===== src/design/hpc_pkg.sv =====
`default_nettype none
package hpc_pkg;
  // access-select encoding, bit 1 is the msb
  localparam logic [1:0] SEL_CONTROL = 2'h0;
  localparam logic [1:0] SEL_DATA_INC = 2'h1;
  localparam logic [1:0] SEL_ADDRESS = 2'h2;
  localparam logic [1:0] SEL_DATA = 2'h3;

  localparam int DATA_W = 16;
  localparam int ADDR_W = 8;
  localparam int MEM_DEPTH = 256;
  localparam int BUF_DEPTH = 2;

  localparam logic [DATA_W-1:0] CTRL_RESET = 16'h0000;
  localparam logic [ADDR_W-1:0] ADDR_RESET = 8'h00;
  localparam logic [ADDR_W-1:0] ADDR_STEP = 8'h01;
  localparam int CTRL_INT_BIT = 1;

  typedef enum logic [1:0] {
    HPC_IDLE = 2'b00,
    HPC_ACTIVE = 2'b01,
    HPC_DONE = 2'b10
  } hpc_state_e;

  // one host access, as captured at the leading strobe edge
  typedef struct packed {
    logic [1:0] target;
    logic rd;
    logic byte_order;
    logic [DATA_W-1:0] wdata;
  } hpc_req_s;
endpackage : hpc_pkg
`default_nettype wire


===== src/design/hpc_buf.sv =====
`default_nettype none
module hpc_buf (
  input wire logic i_mclk,
  input wire logic i_rst,
  input wire logic i_ce,
  input wire logic i_valid,
  output logic o_ready,
  input wire hpc_pkg::hpc_req_s i_data,
  output logic o_valid,
  input wire logic i_ready,
  output hpc_pkg::hpc_req_s o_data
);
  hpc_pkg::hpc_req_s mem_q [hpc_pkg::BUF_DEPTH];
  hpc_pkg::hpc_req_s mem_d [hpc_pkg::BUF_DEPTH];
  logic wp_q, wp_d, rp_q, rp_d;
  logic [1:0] cnt_q, cnt_d;
  logic push, pop;

  assign o_ready = (cnt_q != 2'h2);
  assign o_valid = (cnt_q != 2'h0);
  assign o_data = mem_q[rp_q];
  assign push = i_valid && o_ready;
  assign pop = o_valid && i_ready;

  always_comb begin
    mem_d = mem_q;
    wp_d = wp_q;
    rp_d = rp_q;
    cnt_d = cnt_q;
    if (push) begin
      mem_d[wp_q] = i_data;
      wp_d = ~wp_q;
    end
    if (pop) begin
      rp_d = ~rp_q;
    end
    if (push && !pop) begin
      cnt_d = cnt_q + 2'h1;
    end else if (pop && !push) begin
      cnt_d = cnt_q - 2'h1;
    end
  end

  always_ff @(posedge i_mclk or posedge i_rst) begin
    if (i_rst) begin
      for (int k = 0; k < hpc_pkg::BUF_DEPTH; k++) begin
        mem_q[k] <= '0;
      end
      wp_q <= 1'b0;
      rp_q <= 1'b0;
      cnt_q <= 2'h0;
    end else if (i_ce) begin
      mem_q <= mem_d;
      wp_q <= wp_d;
      rp_q <= rp_d;
      cnt_q <= cnt_d;
    end
  end
endmodule // hpc_buf
`default_nettype wire


===== src/design/hpc_top.sv =====
// What this block does
// - the two access-select inputs together pick the control register, data with autoincrement, address, or data.
// - after reset the select and direction pins are inputs only and are never driven.
// - host accesses count only while port_select_n is low; strobes are ignored otherwise.
// - the read_write_select level marks each access as read or write and the port acts in that direction.
// - the two data strobes time each transfer, capturing write data and presenting read data.
// - port_ready_out tells the host when the next transfer may start.
// - port_ready_out floats during reset and is driven 1 once reset ends.
// - host_interrupt_out floats during reset and is driven 1 once reset ends.
// - with port_enable_in low data strobes are ignored and every port output floats; the address-latch strobe still loads the address register.
// - in multiplexed mode the address-latch strobe loads the address register; it does nothing otherwise.
`default_nettype none
module hpc_top (
  input wire logic i_mclk,
  input wire logic i_rst,
  input wire logic i_ce,
  input wire logic i_port_enable_in,
  input wire logic i_mux_mode,
  input wire logic i_access_select_bit0,
  input wire logic i_access_select_bit1,
  input wire logic i_port_select_n,
  input wire logic i_read_write_select,
  input wire logic i_data_strobe_a_n,
  input wire logic i_data_strobe_b_n,
  input wire logic i_address_latch_strobe_n,
  input wire logic i_byte_order_select,
  input wire logic [hpc_pkg::DATA_W-1:0] i_hd,
  output logic [hpc_pkg::DATA_W-1:0] o_hd,
  output logic o_hd_oe_n,
  output logic o_port_ready_out,
  output logic o_port_ready_oe_n,
  output logic o_host_interrupt_out,
  output logic o_host_interrupt_oe_n,
  input wire logic i_dev_int_set
);
  hpc_pkg::hpc_state_e st_q, st_d;
  logic stb_q, stb_d, als_q, als_d;
  logic [hpc_pkg::DATA_W-1:0] ctrl_q, ctrl_d, rdata_q, rdata_d;
  logic [hpc_pkg::ADDR_W-1:0] addr_q, addr_d;
  logic [hpc_pkg::DATA_W-1:0] mem_q [hpc_pkg::MEM_DEPTH];
  logic [hpc_pkg::DATA_W-1:0] mem_wdata;
  logic mem_we;
  logic rd_drive_q, rd_drive_d;
  logic stb, stb_rise, stb_fall, als_fall;
  logic req_valid, req_ready, exe_valid, exe_ready;
  hpc_pkg::hpc_req_s req, exe;
  logic [1:0] sel;

  assign sel = {i_access_select_bit1, i_access_select_bit0};
  assign stb = !i_data_strobe_a_n || !i_data_strobe_b_n;
  assign stb_fall = stb && !stb_q && !i_port_select_n && i_port_enable_in;
  assign stb_rise = !stb && stb_q;
  assign als_fall = !i_address_latch_strobe_n && als_q && i_mux_mode && !i_port_select_n;

  assign req.target = sel;
  assign req.rd = i_read_write_select;
  assign req.byte_order = i_byte_order_select;
  assign req.wdata = i_hd;
  assign req_valid = stb_fall && (st_q == hpc_pkg::HPC_IDLE);

  // two-entry queue hands each captured access to the register side, which is always ready (exe_ready is 1) and takes it the next cycle
  hpc_buf u_buf (
    .i_mclk(i_mclk),
    .i_rst(i_rst),
    .i_ce(i_ce),
    .i_valid(req_valid),
    .o_ready(req_ready),
    .i_data(req),
    .o_valid(exe_valid),
    .i_ready(exe_ready),
    .o_data(exe)
  );
  assign exe_ready = 1'b1;

  always_comb begin
    st_d = st_q;
    case (st_q)
      hpc_pkg::HPC_IDLE: begin
        if (req_valid && req_ready) begin
          st_d = hpc_pkg::HPC_ACTIVE;
        end
      end
      hpc_pkg::HPC_ACTIVE: begin
        if (stb_rise || i_port_select_n) begin
          st_d = hpc_pkg::HPC_DONE;
        end
      end
      hpc_pkg::HPC_DONE: begin
        if (!exe_valid) begin
          st_d = hpc_pkg::HPC_IDLE;
        end
      end
      default: begin
        st_d = hpc_pkg::HPC_IDLE;
      end
    endcase
    if (!i_port_enable_in) begin
      st_d = hpc_pkg::HPC_IDLE;
    end
  end

  always_comb begin
    stb_d = stb;
    als_d = i_address_latch_strobe_n;
    ctrl_d = ctrl_q;
    addr_d = addr_q;
    rdata_d = rdata_q;
    mem_we = 1'b0;
    mem_wdata = exe.wdata;
    rd_drive_d = rd_drive_q;
    if (als_fall) begin
      addr_d = i_hd[hpc_pkg::ADDR_W-1:0];
    end
    if (exe_valid) begin
      case (exe.target)
        hpc_pkg::SEL_CONTROL: begin
          if (exe.rd) begin
            rdata_d = ctrl_q;
          end else begin
            ctrl_d = exe.wdata;
          end
        end
        hpc_pkg::SEL_ADDRESS: begin
          if (exe.rd) begin
            rdata_d = {{(hpc_pkg::DATA_W-hpc_pkg::ADDR_W){1'b0}}, addr_q};
          end else begin
            addr_d = exe.wdata[hpc_pkg::ADDR_W-1:0];
          end
        end
        hpc_pkg::SEL_DATA_INC, hpc_pkg::SEL_DATA: begin
          if (exe.rd) begin
            rdata_d = mem_q[addr_q];
          end else begin
            mem_we = 1'b1;
          end
          if (exe.target == hpc_pkg::SEL_DATA_INC) begin
            addr_d = addr_q + hpc_pkg::ADDR_STEP;
          end
        end
        default: begin
          rdata_d = rdata_q;
        end
      endcase
    end
    // set from the device side wins over a host clear in the same cycle
    if (i_dev_int_set) begin
      ctrl_d[hpc_pkg::CTRL_INT_BIT] = 1'b1;
    end
    if (req_valid && req_ready) begin
      rd_drive_d = i_read_write_select;
    end else if (((st_q == hpc_pkg::HPC_DONE) && !exe_valid) || !i_port_enable_in) begin
      // read data stays driven through DONE, the cycle after strobe release in which the host takes it
      rd_drive_d = 1'b0;
    end
  end

  always_ff @(posedge i_mclk or posedge i_rst) begin
    if (i_rst) begin
      st_q <= hpc_pkg::HPC_IDLE;
      stb_q <= 1'b0;
      als_q <= 1'b1;
      ctrl_q <= hpc_pkg::CTRL_RESET;
      addr_q <= hpc_pkg::ADDR_RESET;
      rdata_q <= '0;
      rd_drive_q <= 1'b0;
    end else if (i_ce) begin
      st_q <= st_d;
      stb_q <= stb_d;
      als_q <= als_d;
      ctrl_q <= ctrl_d;
      addr_q <= addr_d;
      rdata_q <= rdata_d;
      rd_drive_q <= rd_drive_d;
    end
  end

  // the array has no reset: it is a plain memory the host fills
  always_ff @(posedge i_mclk) begin
    if (i_ce && mem_we) begin
      mem_q[addr_q] <= mem_wdata;
    end
  end

  // output drivers: reset and disable both float the pins
  assign o_hd = rdata_q;
  assign o_hd_oe_n = !(rd_drive_q && (st_q == hpc_pkg::HPC_DONE) && !exe_valid) || i_rst || i_port_select_n
    || !i_port_enable_in;
  assign o_port_ready_out = (st_q == hpc_pkg::HPC_IDLE) && req_ready;
  assign o_port_ready_oe_n = i_rst || !i_port_enable_in;
  // line is active low: a set interrupt bit pulls it to 0
  assign o_host_interrupt_out = !ctrl_q[hpc_pkg::CTRL_INT_BIT];
  assign o_host_interrupt_oe_n = i_rst || !i_port_enable_in;
endmodule // hpc_top
`default_nettype wire


===== config.mk =====
export PLATFORM = sky130hd
export DESIGN_NAME = hpc_top
export DESIGN_NICKNAME = d
export VERILOG_FILES = /design/src/design/hpc_pkg.sv /design/src/design/hpc_buf.sv /design/src/design/hpc_top.sv
export SDC_FILE = /design/constraint.sdc
export NUM_CORES = 2
export LEC_CHECK = 0
export BUFFER_PORTS_ARGS = -buffer_cell sky130_fd_sc_hd__buf_2
export CAP_MARGIN = 5
export CORE_MARGIN = 2
export CORE_UTILIZATION = 41
export CTS_CLUSTER_SIZE = 20
export DETAILED_ROUTE_END_ITERATION = 7
export PLACE_DENSITY = 0.55
export SYNTH_ARGS = -nofsm -noshare
export SYNTH_HDL_FRONTEND = slang
export SYNTH_SLANG_ARGS = --single-unit

===== constraint.sdc =====
create_clock -name i_mclk -period 5.47 [get_ports i_mclk]
set_input_delay 0.2735 -clock i_mclk [delete_from_list [all_inputs] [get_ports i_mclk]]
set_output_delay 0.2735 -clock i_mclk [all_outputs]
set_load 0.005 [all_outputs]

==> implementation parameters <==
Parameter                              Value

Clock tree
  Clock tree from TritonCTS ... built
  Post-cts hold buffer count ... 35
  Root buf cell ... sky130_fd_sc_hd__clkbuf_16
  Register clock-pin slew on the reported worst setup and hold paths ... roughly 0.06 ns
  Later-pin clock latency in the skew report ... roughly 1 ns
  # clock sinks ... between 4000 and 5000
  Inserted Clock Buffers ... about 430
  Setup Fix Bufs, Post-CTS ... 0
  Post-CTS resize count ... 0
  Number of H-tree levels ... 5
  Clock Tree Buf Depth ... 4

Synthesis
  Number of flops mapped to enable cells by yosys ... about 4100
  Synth cell types ... 60
  Number of warning messages in the yosys log ... 0
  FFs w/ async S/R, synth ... between 2 and 2.5%
  Synth Cell Area ... ~0.16 mm2
  Dominant cells by area after synthesis ... sky130_fd_sc_hd__edfxtp_1 77%, sky130_fd_sc_hd__mux4_2 15%, sky130_fd_sc_hd__dfrtp_1 1.3%
  Area share of the largest cell type after synthesis ... between 70% and 80%
  Register bit total from synthesis ... ~4200
  Register area share after synthesis ... between 70% and 80%
  Largest area contributor in the synthesized netlist ... sky130_fd_sc_hd__edfxtp_1
  Most used flip-flop cell after synthesis ... sky130_fd_sc_hd__edfxtp_1
  Average cell area after synthesis ... between 20 and 25 um2
  Post-Syn Instances ... a little over 7000
  Net count of the mapped netlist ... 7141

Floorplan
  Rows ... 229
  Die area ... between 0.3 and 0.4 mm2
  Horiz. Die Dim ... between 600 and 700 um
  Die height ... between 600 and 700 um
  Initial cell density of the core ... roughly two fifths
  Number of ports placed on the die boundary ... ~50
  Area of the placeable core ... roughly 0.39 mm2

Place
  Number of cells in the design after placement ... roughly 12000
  DP Wirelength ... around 260000 um
  Routability congestion estimate from global placement ... 0.8734
  Total of buffers placed on input and output ports ... 49

Critical path
  Cell occurring most often along the worst timing path ... sky130_fd_sc_hd__a21oi_1
  Combined buffer and inverter count along the critical path ... 2
  Worst EP arrival ... ~5.5 ns
  Required time reported for the critical path endpoint ... 6.29 ns
  Crit-path max FO ... 29
  Nature of the critical path endpoint ... flip-flop
  Setup slack on the worst flop-to-flop path ... 0.79 ns
  Depth of the worst register-to-register path ... 9
  Slowest-stage cell, CP ... sky130_fd_sc_hd__dfrtp_4
  Largest delay share family, worst path ... compound AO/OA/AOI/OAI gates
  Ordered list of cells on the worst path ... buf_4 -> mux4_2 -> a22oi_1 -> a21oi_1 -> o41ai_1 -> buf_4 -> a41oi_1 -> a21oi_1 -> a21oi_1
  Critical register-to-register path startpoint ... addr_q[0]
  Critical Path Max Stage Delay ... 1.13 ns
  Endpoint of the lowest-slack register-to-register path ... o_hd[1]
  CP Launch Type ... flip-flop
  Worst setup path class ... flip-flop to flip-flop

Finish
  Fraction of layout instances using a drive strength above 1 ... 29.43%
  Final Non-Filler Cells ... ~13000
  Total Nets Final ... a little under 8000
  Count of fill cells added during filler insertion ... about 32000
  Util after Layout ... 47.34%
  Synth-to-layout area growth ... 14.84%

Routing
  Via density ... 5.852
  WL per Instance ... 32.86 um
  1st-pass router iterations ... 6
  Detailed router's first-iteration violation count ... about 9500
  Number of routed nets with antenna violations ... 0
  DRC violations left ... 0
  Total number of vias ... about 78000
  Wire length reported by the detailed router ... roughly 440000 um

Global route
  Antenna violations before repair ... 32
  Wire length of the first global-routing pass ... ~600000 um
  Number of global-route vias before repair ... between 70000 and 80000
  Largest net degree at the start of global routing ... around 190
  Global Route Usage Sum ... between 20 and 25%
  GRT overflow ... 0

STA
  Max transition margin ... 11.72%
  Setup-violating endpoint count in the final report ... 0
  Unrepaired setup endpoints after global routing ... no
  Final-report max-slew violation count ... 0
  Setup skew after layout ... between 0.08 and 0.09 ns
  Crit path time final ... roughly 4.7 ns
  Slew @ Worst Pin ... between 1 and 1.5 ns
  Maximum clock frequency ... approximately 210 MHz
  Final hold violation count ... 0
  Final worst hold slack ... 0.09218 ns
  Final total negative setup slack ... 0 ns
  Period utilisation layout ... about 86%

Run status
  Result of the run ... completed

Power and ir drop
  Power per standard cell area ... around 520 mW/mm2
  Final Power ... between 90 and 100 mW
  Lkg Pwr ... roughly 58 nW
  Maximum VDD drop ... 619.7 uV

Worst hold path
  Endpoint with the worst hold slack ... u_buf.mem_q[13]
  Worst Hold Launch ... i_hd[13]
  Worst hold path class ... primary input to flip-flop
  Worst Hold Path Cells ... 3

Flow run
  Count of max-cap constraint violations ... 0
[layout make-up]
class                      count  area [um2]  area share (%)
clock buffer                 538       11310           6.138
timing repair buffer         643        5434           2.948
inverter                      13       98.84         0.05362
tap                         5197        6502           3.528
clock inverter               247        2145           1.163
sequential                  4183      125200           67.92
antenna                       17       42.54         0.02308
multi-input combinational   2490       33600           18.23
[layout by cell type (no fill, tap or decap), drive strengths merged, types with 17 or more instances in the layout]
cell / n
edfxtp: 4096
mux4: 1057
buf: 608
clkbuf: 538
nor2: 305
a22oi: 281
clkinv: 199
mux2i: 183
a21oi: 157
dfrtp: 86
nand2: 78
mux2: 62
o22ai: 57
nand3: 53
o21ai: 38
dlygate4sd3: 35
o41ai: 29
a22o: 26
bufinv: 26
inv: 24
o31ai: 19
nand2b: 18
diode: 17
[through the flow]
step                worst slack [ns]  instance area, um2
floorplan                     0.6443              160500
CTS                           0.7289              184300
detailed placement            0.7677              170500
finish                        0.7900              184300
global placement              0.7107              170500
global route                  0.6552              184300
[Yosys cell counts (9+ instances only)]
| library cell | instances |
|---|---|
| sky130_fd_sc_hd__a22oi_1 | 281 |
| sky130_fd_sc_hd__buf_6 | 25 |
| sky130_fd_sc_hd__clkbuf_1 | 170 |
| sky130_fd_sc_hd__nor3_1 | 13 |
| sky130_fd_sc_hd__nand2_1 | 78 |
| sky130_fd_sc_hd__edfxtp_1 | 4096 |
| sky130_fd_sc_hd__mux4_2 | 1057 |
| sky130_fd_sc_hd__a211o_1 | 9 |
| sky130_fd_sc_hd__buf_4 | 38 |
| sky130_fd_sc_hd__nor2b_1 | 9 |
| sky130_fd_sc_hd__mux2_2 | 62 |
| sky130_fd_sc_hd__o41ai_1 | 29 |
| sky130_fd_sc_hd__o22ai_1 | 57 |
| sky130_fd_sc_hd__nor2_1 | 305 |
| sky130_fd_sc_hd__a22o_1 | 26 |
| sky130_fd_sc_hd__mux2i_1 | 183 |
| sky130_fd_sc_hd__dfrtp_1 | 86 |
| sky130_fd_sc_hd__o31ai_1 | 19 |
| sky130_fd_sc_hd__nand3_1 | 53 |
| sky130_fd_sc_hd__nand2b_1 | 18 |
| sky130_fd_sc_hd__buf_1 | 45 |
| sky130_fd_sc_hd__inv_1 | 12 |
| sky130_fd_sc_hd__o21ai_0 | 36 |
| sky130_fd_sc_hd__buf_2 | 142 |
| sky130_fd_sc_hd__a21oi_1 | 157 |
[worst max path at each step]
| stage | to | start | slack, ns | cells past startpoint |
|---|---|---|---|---|
| 3_5_place_dp | o_hd[1] | addr_q[0] | 0.77 | 9 |
| 3_3_place_gp | o_hd[1] | addr_q[0] | 0.71 | 9 |
| 5_1_grt | o_hd[1] | addr_q[0] | 0.66 | 9 |
| 4_1_cts | o_hd[1] | addr_q[0] | 0.73 | 9 |
| 2_1_floorplan | mem_q[0][0] | u_buf.rp_q | 0.64 | 5 |
| 6_report | o_hd[1] | addr_q[0] | 0.79 | 9 |
[metal layers]
metal	share of wire [%]	GRT usage (%)	wire, um	vias up
met3	7.0	3.745	30880	660
met2	48	35.15	210800	3006
met4	4.0	8.064	17330	10
met5	0.015	0	66	-
met1	41	30.12	179000	42700
li1	-	-	-	31620
[registers in the layout (all words and copies together), names as in the netlist]
register and count:
u_buf.mem_q 38, mem_q 4096, als_q 1, st_q 2, u_buf.cnt_q 2, o_hd 16
ctrl_q 16, stb_q 1, addr_q 8, u_buf.wp_q 1, u_buf.rp_q 1, rd_drive_q 1
[worst reg2reg max path: cells and delay by family (launching register included)]
family	cells	cell delay (ns)
muxes	1	0.57
AOI/OAI and AO/OA	6	1.94
DFF	1	1.13
buffers and inverters	2	0.88
[cells by family after synthesis]
kind of cell / count (synthesis) / share of synthesized area (%)
xor+xnor: 9 / 0.04911
buf+inv: 433 / 1.329
mux: 1302 / 16.41
compound gates: 666 / 2.845
flops: 4183 / 77.98
simple gates: 508 / 1.347
fa+ha+maj: 5 / 0.03897
[report_power, final]
part	internal [mW]	switching (mW)	total [mW]
registers	40.2	0.770	41.0
logic	8.88	17.5	26.4
clock network	15.9	12.2	28.1
total	65.0	30.6	95.5
(Power assumes the default switching activity.)
